## src/hw/dht_pkg.sv

```systemverilog
package dht_pkg;
  localparam int unsigned DATA_W = 32;
  localparam int unsigned ADDR_W = 8;
  // Register byte addresses
  localparam logic [7:0] ADR_CNT_LO = 8'h00;
  localparam logic [7:0] ADR_CNT_HI = 8'h04;
  localparam logic [7:0] ADR_PRD_LO = 8'h08;
  localparam logic [7:0] ADR_PRD_HI = 8'h0C;
  localparam logic [7:0] ADR_TCW = 8'h10;
  localparam logic [7:0] ADR_GCW = 8'h14;
  localparam logic [7:0] ADR_WDCW = 8'h18;
  localparam logic [7:0] ADR_STAT = 8'h1C;
  // Timer control word: run and output fields per half, high half shifted by HALF_OFS; SRC, GATE and INVIN exist in the low half only
  localparam int unsigned HALF_OFS = 16;
  localparam int unsigned TCW_RUN = 0;
  localparam int unsigned TCW_SRC = 2;
  localparam int unsigned TCW_GATE = 3;
  localparam int unsigned TCW_INVIN = 4;
  localparam int unsigned TCW_PW = 5;
  localparam int unsigned TCW_CP = 7;
  localparam int unsigned TCW_INVO = 8;
  localparam logic [31:0] TCW_WMASK = 32'h01E3_01FF;
  // Global control word
  localparam int unsigned GCW_LO_RUN_N = 0;
  localparam int unsigned GCW_HI_RUN_N = 1;
  localparam int unsigned GCW_MODE = 2;
  localparam int unsigned GCW_PSC = 8;
  localparam logic [31:0] GCW_WMASK = 32'h0000_FF0F;
  // Watchdog control word
  localparam int unsigned WDCW_KEY = 16;
  localparam int unsigned WDCW_FLAG = 15;
  localparam int unsigned WDCW_ARMED = 14;
  // Key sequence values, arbitrary
  localparam logic [15:0] WD_KEY_FIRST = 16'hA5C6;
  localparam logic [15:0] WD_KEY_SECOND = 16'hDA7E;
  // Status register
  localparam int unsigned STAT_RUN_LO = 0;
  localparam int unsigned STAT_RUN_HI = 1;
  localparam int unsigned STAT_OUT_LO = 2;
  localparam int unsigned STAT_OUT_HI = 3;
  localparam logic [31:0] WORD_ZERO = 32'h0000_0000;
  localparam logic [31:0] WORD_ONE = 32'h0000_0001;
  localparam logic [7:0] PSC_ZERO = 8'h00;
  localparam logic [1:0] PW_ZERO = 2'h0;

  typedef enum logic [1:0] {
    MODE_GP64 = 2'h0,
    MODE_DUAL_FREE = 2'h1,
    MODE_WATCHDOG = 2'h2,
    MODE_DUAL_CHAIN = 2'h3
  } dht_mode_t;

  typedef enum logic [1:0] {
    RUN_OFF = 2'h0,
    RUN_ONCE = 2'h1,
    RUN_CONT = 2'h2
  } dht_run_t;

  typedef enum logic {
    WDK_IDLE = 1'b0,
    WDK_FIRST = 1'b1
  } dht_wdk_t;
endpackage : dht_pkg

```

## src/hw/dht_timer.sv

```systemverilog
// The implementer's own choices: the register offsets and the strobed register port.
`timescale 1ns/100ps
module dht_timer
  import dht_pkg::*;
(
  input wire logic mclk_i,
  input wire logic nrst_i,
  input wire logic [ADDR_W-1:0] addr_i,
  input wire logic [DATA_W-1:0] wdata_i,
  input wire logic wr_i,
  input wire logic rd_i,
  output logic [DATA_W-1:0] rdata_o,
  input wire logic tin_i,
  output logic tout_lo_o,
  output logic tout_hi_o,
  output logic wd_flag_o
);
  function automatic logic run_on(input logic [1:0] f);
    return f != RUN_OFF;
  endfunction : run_on

  logic [31:0] cnt_lo_ff, cnt_hi_ff, prd_lo_ff, prd_hi_ff, tcw_ff, gcw_ff;
  logic [31:0] rdata_ff;
  logic [7:0] pre_ff;
  logic tin_s1_ff, tin_s2_ff, pin_prev_ff, wd_flag_ff, wd_armed_ff;
  dht_wdk_t wdk_ff;
  logic [1:0] tout_ff;

  // Register decode
  wire wr_cnt_lo = wr_i && addr_i == ADR_CNT_LO;
  wire wr_cnt_hi = wr_i && addr_i == ADR_CNT_HI;
  wire wr_tcw = wr_i && addr_i == ADR_TCW;
  wire wr_gcw = wr_i && addr_i == ADR_GCW;
  wire wr_wdcw = wr_i && addr_i == ADR_WDCW;
  wire [15:0] key_in = wdata_i[WDCW_KEY +: 16];

  // Field decode
  dht_mode_t mode;
  assign mode = dht_mode_t'(gcw_ff[GCW_MODE +: 2]);
  wire wide = mode == MODE_GP64 || mode == MODE_WATCHDOG;
  wire lo_live = gcw_ff[GCW_LO_RUN_N];
  wire hi_live = gcw_ff[GCW_HI_RUN_N];
  wire [1:0] run_lo = tcw_ff[TCW_RUN +: 2];
  wire [1:0] run_hi = tcw_ff[HALF_OFS + TCW_RUN +: 2];
  wire src_pin = tcw_ff[TCW_SRC];
  wire gate_on = tcw_ff[TCW_GATE];
  wire [7:0] psc = gcw_ff[GCW_PSC +: 8];

  // Pin path, synchronised first
  wire pin_lvl = tin_s2_ff ^ (src_pin & tcw_ff[TCW_INVIN]);
  wire pin_rise = pin_lvl & ~pin_prev_ff;
  wire lo_tick = src_pin ? pin_rise : (!gate_on || tin_s2_ff);

  // Enables
  wire wd_mode = mode == MODE_WATCHDOG;
  wire wide_en = wd_mode ? (wd_armed_ff && !wd_flag_ff) : run_on(run_lo);
  wire lo_en = wide ? (wide_en && lo_live && hi_live) : (run_on(run_lo) && lo_live);
  wire hi_en = !wide && run_on(run_hi) && hi_live;

  // 64-bit path
  wire [63:0] cnt64 = {cnt_hi_ff, cnt_lo_ff};
  wire [63:0] prd64 = {prd_hi_ff, prd_lo_ff};
  wire step64 = wide && lo_en && lo_tick;
  wire evt64 = step64 && cnt64 == prd64;
  wire cont64 = wd_mode || run_lo == RUN_CONT; // Expired watchdog restarts at zero
  wire [63:0] inc64 = cnt64 + 64'h0000_0000_0000_0001;
  wire wd_service = wd_mode && wr_wdcw && wdk_ff == WDK_FIRST
                    && key_in == WD_KEY_SECOND;
  wire [63:0] nxt_cnt64 = wd_service ? 64'h0000_0000_0000_0000 :
                          !step64 ? cnt64 :
                          evt64 ? (cont64 ? 64'h0000_0000_0000_0000 : cnt64) : inc64;

  // Dual paths
  wire step_lo = !wide && lo_en && lo_tick;
  wire lo_evt = step_lo && cnt_lo_ff == prd_lo_ff;
  wire hi_src = mode == MODE_DUAL_CHAIN ? lo_evt : 1'b1;
  wire pre_hit = pre_ff == psc;
  wire step_hi = hi_en && hi_src && pre_hit;
  wire hi_evt = step_hi && cnt_hi_ff == prd_hi_ff;
  wire [31:0] nxt_lo_dual = !step_lo ? cnt_lo_ff :
                            lo_evt ? (run_lo == RUN_CONT ? WORD_ZERO : cnt_lo_ff) :
                            cnt_lo_ff + WORD_ONE;
  wire [31:0] nxt_hi_dual = !step_hi ? cnt_hi_ff :
                            hi_evt ? (run_hi == RUN_CONT ? WORD_ZERO : cnt_hi_ff) :
                            cnt_hi_ff + WORD_ONE;

  // Counter next values: half reset beats a load, a load beats counting
  wire [31:0] nxt_cnt_lo = !lo_live ? WORD_ZERO : wr_cnt_lo ? wdata_i :
                           wide ? nxt_cnt64[31:0] : nxt_lo_dual;
  wire [31:0] nxt_cnt_hi = !hi_live ? WORD_ZERO : wr_cnt_hi ? wdata_i :
                           wide ? nxt_cnt64[63:32] : nxt_hi_dual;
  wire [7:0] nxt_pre = (!hi_en || !hi_src) ? (hi_en ? pre_ff : PSC_ZERO) :
                       pre_hit ? PSC_ZERO : pre_ff + 8'h01;

  // One-shot end clears the run field; a same-cycle software write wins
  wire end_lo = (wide ? (evt64 && !wd_mode) : lo_evt) && run_lo == RUN_ONCE;
  wire end_hi = hi_evt && run_hi == RUN_ONCE;
  logic [31:0] nxt_tcw;
  always_comb begin
    nxt_tcw = tcw_ff;
    if (end_lo) begin
      nxt_tcw[TCW_RUN +: 2] = RUN_OFF;
    end
    if (end_hi) begin
      nxt_tcw[HALF_OFS + TCW_RUN +: 2] = RUN_OFF;
    end
    if (wr_tcw) begin
      nxt_tcw = wdata_i & TCW_WMASK;
    end
  end

  // Watchdog key sequence and flag
  wire wd_timeout = wd_mode && evt64;
  wire flag_clr = wr_wdcw && wdata_i[WDCW_FLAG];
  wire nxt_wd_flag = wd_timeout || (wd_flag_ff && !flag_clr);
  dht_wdk_t nxt_wdk;
  assign nxt_wdk = !wr_wdcw ? wdk_ff :
                   key_in == WD_KEY_FIRST ? WDK_FIRST : WDK_IDLE;
  wire nxt_wd_armed = wd_mode && (wd_armed_ff || wd_service);

  // Output stage per half
  wire [1:0] evt_h = {wide ? evt64 : hi_evt, wide ? evt64 : lo_evt};
  wire [1:0] lvl_h;
  genvar h;
  generate
    for (h = 0; h < 2; h++) begin : g_out
      logic pul_on_ff, clk_lvl_ff;
      logic [1:0] pul_left_ff;
      wire cp = tcw_ff[h*HALF_OFS + TCW_CP];
      wire [1:0] pw = tcw_ff[h*HALF_OFS + TCW_PW +: 2];
      wire inv = tcw_ff[h*HALF_OFS + TCW_INVO];
      wire nxt_pul_on = evt_h[h] || (pul_on_ff && pul_left_ff != PW_ZERO);
      wire [1:0] nxt_pul_left = evt_h[h] ? pw :
                                pul_on_ff ? pul_left_ff - 2'h1 : PW_ZERO;
      wire nxt_clk_lvl = clk_lvl_ff ^ evt_h[h];
      assign lvl_h[h] = (cp ? clk_lvl_ff : pul_on_ff) ^ inv;
      always_ff @(posedge mclk_i or negedge nrst_i) begin
        if (!nrst_i) begin
          pul_on_ff <= 1'b0;
          pul_left_ff <= PW_ZERO;
          clk_lvl_ff <= 1'b0;
          tout_ff[h] <= 1'b0;
        end else begin
          pul_on_ff <= nxt_pul_on;
          pul_left_ff <= nxt_pul_left;
          clk_lvl_ff <= nxt_clk_lvl;
          tout_ff[h] <= lvl_h[h];
        end
      end
    end
  endgenerate

  // Read mux
  wire [31:0] stat_word = {28'h000_0000, tout_ff[1], tout_ff[0],
                           wide ? lo_en : hi_en, lo_en};
  wire [31:0] wdcw_word = {16'h0000, wd_flag_ff, wd_armed_ff, 14'h0000};
  logic [31:0] rd_mux;
  always_comb begin
    case (addr_i)
      ADR_CNT_LO: rd_mux = cnt_lo_ff;
      ADR_CNT_HI: rd_mux = cnt_hi_ff;
      ADR_PRD_LO: rd_mux = prd_lo_ff;
      ADR_PRD_HI: rd_mux = prd_hi_ff;
      ADR_TCW: rd_mux = tcw_ff;
      ADR_GCW: rd_mux = gcw_ff;
      ADR_WDCW: rd_mux = wdcw_word;
      ADR_STAT: rd_mux = stat_word;
      default: rd_mux = WORD_ZERO;
    endcase
  end

  always_ff @(posedge mclk_i or negedge nrst_i) begin
    if (!nrst_i) begin
      tin_s1_ff <= 1'b0;
      tin_s2_ff <= 1'b0;
      pin_prev_ff <= 1'b0;
    end else begin
      tin_s1_ff <= tin_i;
      tin_s2_ff <= tin_s1_ff;
      pin_prev_ff <= pin_lvl;
    end
  end

  always_ff @(posedge mclk_i or negedge nrst_i) begin
    if (!nrst_i) begin
      cnt_lo_ff <= WORD_ZERO;
      cnt_hi_ff <= WORD_ZERO;
      pre_ff <= PSC_ZERO;
    end else begin
      cnt_lo_ff <= nxt_cnt_lo;
      cnt_hi_ff <= nxt_cnt_hi;
      pre_ff <= nxt_pre;
    end
  end

  always_ff @(posedge mclk_i or negedge nrst_i) begin
    if (!nrst_i) begin
      prd_lo_ff <= WORD_ZERO;
      prd_hi_ff <= WORD_ZERO;
      tcw_ff <= WORD_ZERO;
      gcw_ff <= WORD_ZERO;
    end else begin
      if (wr_i && addr_i == ADR_PRD_LO) begin
        prd_lo_ff <= wdata_i;
      end
      if (wr_i && addr_i == ADR_PRD_HI) begin
        prd_hi_ff <= wdata_i;
      end
      if (wr_gcw) begin
        gcw_ff <= wdata_i & GCW_WMASK;
      end
      tcw_ff <= nxt_tcw;
    end
  end

  always_ff @(posedge mclk_i or negedge nrst_i) begin
    if (!nrst_i) begin
      wd_flag_ff <= 1'b0;
      wd_armed_ff <= 1'b0;
      wdk_ff <= WDK_IDLE;
      rdata_ff <= WORD_ZERO;
    end else begin
      wd_flag_ff <= nxt_wd_flag;
      wd_armed_ff <= nxt_wd_armed;
      wdk_ff <= nxt_wdk;
      rdata_ff <= rd_i ? rd_mux : WORD_ZERO;
    end
  end

  assign rdata_o = rdata_ff;
  assign tout_lo_o = tout_ff[0];
  assign tout_hi_o = tout_ff[1];
  assign wd_flag_o = wd_flag_ff;
endmodule : dht_timer

```

## config.mk

```make
export PLATFORM = sky130hd
export DESIGN_NAME = dht_timer
export DESIGN_NICKNAME = d
export VERILOG_FILES = /design/src/hw/dht_pkg.sv /design/src/hw/dht_timer.sv
export SDC_FILE = /design/constraint.sdc
export NUM_CORES = 1
export LEC_CHECK = 0
export BUFFER_PORTS_ARGS = -buffer_cell sky130_fd_sc_hd__buf_2
export CAP_MARGIN = 15
export CELL_PAD_IN_SITES_DETAIL_PLACEMENT = 1
export CELL_PAD_IN_SITES_GLOBAL_PLACEMENT = 2
export CORE_MARGIN = 2
export CORE_UTILIZATION = 35
export DETAILED_ROUTE_END_ITERATION = 10
export GPL_TIMING_DRIVEN = 0
export PLACE_DENSITY = 0.77
export SKIP_LAST_GASP = 1
export SLEW_MARGIN = 40
export SYNTH_ARGS = -nofsm -noshare
export SYNTH_HDL_FRONTEND = slang
export SYNTH_SLANG_ARGS = --single-unit
```

## constraint.sdc

```tcl
create_clock -name mclk_i -period 2.9 [get_ports mclk_i]
set_clock_uncertainty 0.05 [all_clocks]
set_input_delay 0.29 -clock mclk_i [delete_from_list [all_inputs] [get_ports mclk_i]]
set_output_delay 0.29 -clock mclk_i [all_outputs]
set_load 0.02 [all_outputs]
```

# --- Word level (Yosys, flattened, before mapping) ---
# Index checks and enable logic that the tools add are counted.
# W data, S select, Z words.
totals:
  ff_bits: 211
  word_cells: 164
op_classes:
  bitwise_logic: 8
  n_reduce_logical: 59
  addsub: 6
  eq_ne: 28
  mux: 39
ops:
  columns: ["operator", "count"]
  rows:
  - ["$mux W32", 13]
  - ["$mux W64", 4]
  - ["$pmux W32 S8", 1]
  - ["$add A32 B1 Y32 const B", 2]
  - ["$add A64 B1 Y64 const B", 1]
  - ["$eq A32 B32 Y1", 2]
  - ["$eq A64 B64 Y1", 1]
  - ["$logic_and A1 B1 Y1", 34]
  - ["$eq A16 B16 Y1 const B", 2]
  - ["$eq A8 B5 Y1 const B", 4]
  - ["$mux W8", 3]
  - ["$mux W18", 1]
  - ["$eq A8 B4 Y1 const B", 2]
  - ["$mux W2", 6]
  - ["$ne A6 B4 Y1 const B", 2]
  - ["$reduce_bool A2 Y1", 6]
  - ["$mux W1", 11]
  - ["$ne A5 B3 Y1 const B", 2]
  - ["$ne A5 B4 Y1 const B", 2]
  - ["$add A8 B1 Y8 const B", 1]
  - ["$eq A2 B2 Y1 const B", 4]
  - ["$eq A8 B3 Y1 const B", 1]
  - ["$eq A8 B8 Y1", 1]
  - ["$logic_not A8 Y1", 1]
  - ["11 further kinds", 33]

# --- Depth between registers and ports, before layout ---
depth:
  word_depth: 18
  mapped_depth: 11
  depth_no_buf: 9

# --- Least setup slack after synthesis ---
# Ideal clock, no wire load.
synth_timing:
  kind: "reg-to-reg"
  from: "register gcw_ff[2]"
  to: "register cnt_lo_ff[13]"
  path_stages_with_launch: 11
  setup_time_ns: 0.124
  required_ns: 2.726
  n_path_buf: 2
  t_arrival_ns: 2.678
  synth_period_minus_slack_ns: 2.852
  path_slack_ns: 0.048
  cell_sequence: "dfrtp_1 > buf_2 > nand2b_4 > or3b_1 > a211oi_2 > or4b_4 > o211ai_2 > buf_2 > a311oi_1 > o21a_1 > o31a_1"
synth_via:
  elab_chain_cells: 14
  elab_cells_between_ends: 31
  cone_classes: "eq/ne: 5; mux: 10; reduce/logical: 16"
synth_lines:
  columns: ["item", "line", "text"]
  rows:
  - ["start, declared", "dht_timer.sv:22", "logic [31:0] cnt_lo_ff, cnt_hi_ff, prd_lo_ff, prd_hi_ff, tcw_ff, gcw_ff;"]
  - ["start signal, assigned", "dht_timer.sv:210", "gcw_ff <= wdata_i & GCW_WMASK;"]
  - ["$eq A2 B2 Y1", "dht_timer.sv:40, dht_timer.sv:55", null]
  - ["$mux W1", "dht_timer.sv:56", "wire wide_en = wd_mode ? (wd_armed_ff && !wd_flag_ff) : run_on(run_lo);"]
  - ["$logic_and A1 B1 Y1 (2 in a row)", "dht_timer.sv:57", "wire lo_en = wide ? (wide_en && lo_live && hi_live) : (run_on(run_lo) && lo_live);"]
  - ["$mux W1", "dht_timer.sv:57", null]
  - ["$logic_and A1 B1 Y1 (2 in a row)", "dht_timer.sv:63", "wire step64 = wide && lo_en && lo_tick;"]
  - ["$logic_and A1 B1 Y1", "dht_timer.sv:64", "wire evt64 = step64 && cnt64 == prd64;"]
  - ["$mux W64", "dht_timer.sv:71", "evt64 ? (cont64 ? 64'h0000_0000_0000_0000 : cnt64) : inc64;"]
  - ["$mux W64", "dht_timer.sv:70", "!step64 ? cnt64 :"]
  - ["$mux W64", "dht_timer.sv:69", "wire [63:0] nxt_cnt64 = wd_service ? 64'h0000_0000_0000_0000 :"]
  - ["$mux W32", "dht_timer.sv:89", "wide ? nxt_cnt64[31:0] : nxt_lo_dual;"]
  - ["$mux W32 (2 in a row)", "dht_timer.sv:88", "wire [31:0] nxt_cnt_lo = !lo_live ? WORD_ZERO : wr_cnt_lo ? wdata_i :"]
  - ["end signal, assigned", "dht_timer.sv:190", "cnt_lo_ff <= nxt_cnt_lo;"]
  - ["end, declared", "dht_timer.sv:22", null]
# Several ways; a longest one is shown, not always the timed one. The select of a mux whose other input is x is not followed.
# A chain may end at the register's enable or synchronous reset.

# --- Worst setup path in the final report ---
layout_timing:
  from: "register cnt_lo_ff[26]"
  to: "register cnt_hi_ff[12]"
layout_via:
  elab_chain_cells: 11
  elab_cells_between_ends: 21
  cone_classes: "add/sub: 1; eq/ne: 5; mux: 9; reduce/logical: 6"
layout_lines:
  columns: ["item", "line", "text"]
  rows:
  - ["branches (longest 11 deep; another with $add A64 B1 Y64)", null, null]
  - ["end signal, assigned", "dht_timer.sv:191", "cnt_hi_ff <= nxt_cnt_hi;"]
  - ["end, declared", "dht_timer.sv:22", null]
# Several ways; the timed one is not identified. The select of a mux whose other input is x is not followed.

==> flow_summary.yaml <==
timing:
  rsz0062_at_grt: "true"
  final.min_clock_period_ns: 3.257
  finalSetupViolCount: 64
  maxSlewViolCount: 0
  worst_pin_slew_ns: 0.9432
  final_hold_viol_count: 0
  finalWorstSetupSlack_ns: -0.3575
  maxClockFrequency_mhz: 307.0
  final.setup.tns_ns: -16.53
  slew-limit-headroom_pct: 36.89
  finalCritPeriodShare_pct: 112.3
synthesis:
  async_flop_share_pct: 100.0
  yosysSeqAreaShare_pct: 42.23
  number_of_warnings_printed_during_yosys_synthesis: 0
  mapped_avg_cell_area_um2: 9.429
  top_count_cell_post_synth: "sky130_fd_sc_hd__dfrtp_1"
  edff_count_synth: 0
  post-synth-top-area-cell: "sky130_fd_sc_hd__dfrtp_1"
  yosys_most_used_dff: "sky130_fd_sc_hd__dfrtp_1"
  netlist_area_um2: 12500
  synth_nets: 1376
  synth_top_cells_by_count: "sky130_fd_sc_hd__dfrtp_1, sky130_fd_sc_hd__nand2_1, sky130_fd_sc_hd__mux2_2, sky130_fd_sc_hd__o21ai_0, sky130_fd_sc_hd__nor2_1"
  synth.distinct_cells: 85
  synth.top_cells.by_area: "sky130_fd_sc_hd__dfrtp_1, sky130_fd_sc_hd__mux2_2, sky130_fd_sc_hd__xor2_1"
  synthesis.instances: 1326
  post-synth-top-area-fraction_pct: 42.23
  ys_ff_latch: 211
global_routing:
  largest_net_degree_at_the_start_of_global_routing: 70
  grt_pass1_wl_um: 86250
  grt_overflow_total: 0
  globalRouteTotalUtil_pct: 32.03
  first_global_vias: 12470
  antenna_found_initial: 4
place:
  gp_routability_congestion: 0.9364
  place.port_buffers: 78
  placed_cell_area_um2: 13590
  dpl.hpwl_um: 42490
clocking:
  tritoncts: "done"
  insertion_delay_ns: 0.58
  cts-root-to-sink-buffers: 3
  cts.htree.levels: 1
  cts_inserted_buffers: 27
  cts.clk_slew.worst_paths_ns: 0.06
  clock_tree.root_cell: "sky130_fd_sc_hd__clkbuf_16"
  cts.sink_count: 211
detailed_routing:
  routed_wirelength_um: 59130
  drc: 0
  wl_per_cell_um: 29.96
  route.antenna.remaining_nets: 0
  drt-vias-per-instance: 6.280
  drt_first_iter_violations: 1417
  drtPass1Iterations: 8
  routed-via-count: 12400
layout:
  area_growth_syn_to_layout_pct: 26.45
  finalNetCount: 1542
  area.sequential_um2: 5326
  final_area_um2: 15810
  multiInputGateArea_um2: 7234
  num-fill-cells: 4071
  layout-drive-gt1-share_pct: 30.42
floorplanning:
  placementRows: 69
  floorplan.die_area_um2: 37250
  dieWidth_um: 193.0
  ioPinCount: 80
  fp.coreArea_um2: 35400
  floorplan.die.height_um: 193.0
  initial_utilization_pct: 35.32
status:
  failed_checks: "negative setup slack"
  outcome: "complete, but fails checks"
power:
  power_density_nw_per_um2: 468.1
  leak_pwr_uw: 0.006967
  max-vdd-ir-drop_mv: 0.4516
worst_setup_path:
  reg2reg_depth: 12
  standard_cell_with_the_maximum_stage_delay_on_the_critical_path: "sky130_fd_sc_hd__nor4_4"
  cp-start-kind: "flip-flop"
  launching_point_of_the_worst_reg2reg_path: "cnt_lo_ff[26]"
  critical_path.top_delay_family: "compound AO/OA/AOI/OAI gates"
  crit_end_category: "flip-flop"
  critical-path-max-stage-delay_ns: 0.40
  path_cells: "buf_6 > xor2_4 > nor4_4 > nand4_1 > buf_6 > o311a_4 > buf_4 > nor2_4 > a21oi_1 > clkbuf_4 > a21oi_1 > o22ai_2"
  worst_ep_arrival_time_ns: 3.65
  ff2ff_setup_slack_ns: -0.36
  crit_fanout: 10
  reg2reg_to: "cnt_hi_ff[12]"
  worst_ep_required_time_ns: 3.29
  crit_buf_inv: 4
  timing.setup.critical_path_class: "flip-flop to flip-flop"
worst_hold_path:
  min_delay_path_depth: 2
  timing.hold.worst.start: "wdata_i[20]"
  holdPathEnd: "prd_lo_ff[20]"
  min-delay-path-class: "input port to flip-flop"
flow_run:
  maxCapViolCount: 0
==> cells in the final DEF, fill, tap and decap left out, types with 10 or more instances in the layout <==
| master | instances |
|---|---|
| sky130_fd_sc_hd__o21ai_1 | 25 |
| sky130_fd_sc_hd__nor2_1 | 90 |
| sky130_fd_sc_hd__xor2_1 | 75 |
| sky130_fd_sc_hd__nor4_2 | 12 |
| sky130_fd_sc_hd__nand4_1 | 18 |
| sky130_fd_sc_hd__a31oi_1 | 10 |
| sky130_fd_sc_hd__a222oi_1 | 19 |
| sky130_fd_sc_hd__a21oi_1 | 57 |
| sky130_fd_sc_hd__a22oi_1 | 20 |
| sky130_fd_sc_hd__nor3_1 | 27 |
| sky130_fd_sc_hd__buf_6 | 12 |
| sky130_fd_sc_hd__nand2_1 | 111 |
| sky130_fd_sc_hd__buf_2 | 83 |
| sky130_fd_sc_hd__a21boi_0 | 15 |
| sky130_fd_sc_hd__buf_4 | 62 |
| sky130_fd_sc_hd__nor4_1 | 18 |
| sky130_fd_sc_hd__and3_1 | 21 |
| sky130_fd_sc_hd__inv_1 | 30 |
| sky130_fd_sc_hd__mux2_2 | 100 |
| sky130_fd_sc_hd__nand3_1 | 37 |
| sky130_fd_sc_hd__dfrtp_1 | 174 |
| sky130_fd_sc_hd__o211ai_1 | 10 |
| sky130_fd_sc_hd__clkbuf_1 | 47 |
| sky130_fd_sc_hd__o21ai_0 | 72 |
| sky130_fd_sc_hd__clkbuf_16 | 28 |
| sky130_fd_sc_hd__mux2i_1 | 11 |
| sky130_fd_sc_hd__a221oi_1 | 12 |
| sky130_fd_sc_hd__o31ai_1 | 11 |
| sky130_fd_sc_hd__dfrtp_2 | 37 |
==> logic make-up after synthesis <==
logic type	after synthesis	synth area share, %
mux	112	9.977
fa+ha+maj	5	0.5004
buf+inv	124	3.973
flops	211	42.23
simple gates	423	17.29
xor+xnor	88	6.164
compound gates	363	19.86
==> stage by stage <==
| step | worst slack, ns | total power [uW] | hold WS, ns | instances | util (%) |
|---|---|---|---|---|---|
| finish | -0.3575 | 7400 | 0.06082 | 1974 | 44.67 |
| global route | -0.3765 | 7589 | 0.05821 | 1974 | 44.67 |
| CTS | -0.2095 | 7383 | 0.02985 | 1956 | 43.57 |
| detailed placement | -1.235 | 3711 | 0.1171 | 1869 | 38.40 |
| global placement | -2.500 | 3682 | 0.2872 | 1865 | 38.06 |
| floorplan | 0.04785 | 3368 | -0.05559 | 1326 | - |
==> cell type report <==
class	count	share of cell area (%)
timing repair buffer	158	7.510
buffer	73	2.873
clock inverter	12	0.9655
clock buffer	37	4.827
inverter	30	0.7122
multi-input combinational	991	45.76
antenna	1	0.01583
tap	461	3.648
sequential	211	33.69
==> worst reg2reg max path: cells and delay by family (launching register included) <==
kind            cells  cell delay, ns
simple gates        3            0.87
buf+inv             4            0.75
xor+xnor            1            0.15
compound gates      4            0.93
flops               1            0.37
==> worst max path at each step <==
stage	start	endpoint	slack, ns	cells after the start
floorplan	gcw_ff[2]	cnt_lo_ff[13]	0.05	10
global placement	nrst_i	cnt_lo_ff[22]	-2.50	1
detailed placement	cnt_lo_ff[4]	cnt_hi_ff[19]	-1.23	10
CTS	gcw_ff[2]	cnt_lo_ff[25]	-0.21	11
global route	cnt_lo_ff[26]	cnt_hi_ff[12]	-0.38	12
finish	cnt_lo_ff[26]	cnt_hi_ff[12]	-0.36	12
==> power breakdown <==
group | internal [uW] | switching [uW] | total (uW)
Combinational | 289 | 497 | 786
Sequential | 3010 | 79.1 | 3090
Clock | 2110 | 1420 | 3520
==> state kept, by name, indices dropped and copies added (netlist names) <==
signal,cells
g_out.pul_left_ff,4
cnt_hi_ff,32
prd_hi_ff,32
pre_ff,8
wdk_ff,1
tout_lo_o,1
wd_armed_ff,1
cnt_lo_ff,32
prd_lo_ff,32
rdata_o,32
pin_prev_ff,1
tin_s1_ff,1
g_out.clk_lvl_ff,2
wd_flag_o,1
tcw_ff,15
gcw_ff,12
tout_hi_o,1
g_out.pul_on_ff,2
tin_s2_ff,1
==> repair_timing <==
action,in CTS,in global routing
pin swaps,24,33
cloned,3,2
buffers inserted,51,17
setup endpoints to repair,90,74
resized for setup,139,76
hold buffers,2,0
endpoints found under the hold margin,146,0
==> routing by layer <==
layer | global-route usage (%) | wire length [um] | vias to the layer above
li1 | - | - | 5270
met1 | 43.93 | 24710 | 6333
met2 | 50.17 | 26580 | 650
met3 | 5.955 | 5250 | 143
met4 | 12.47 | 2601 | 0
met5 | 0 | 0 | -
Power figures use the tool's default switching activity.
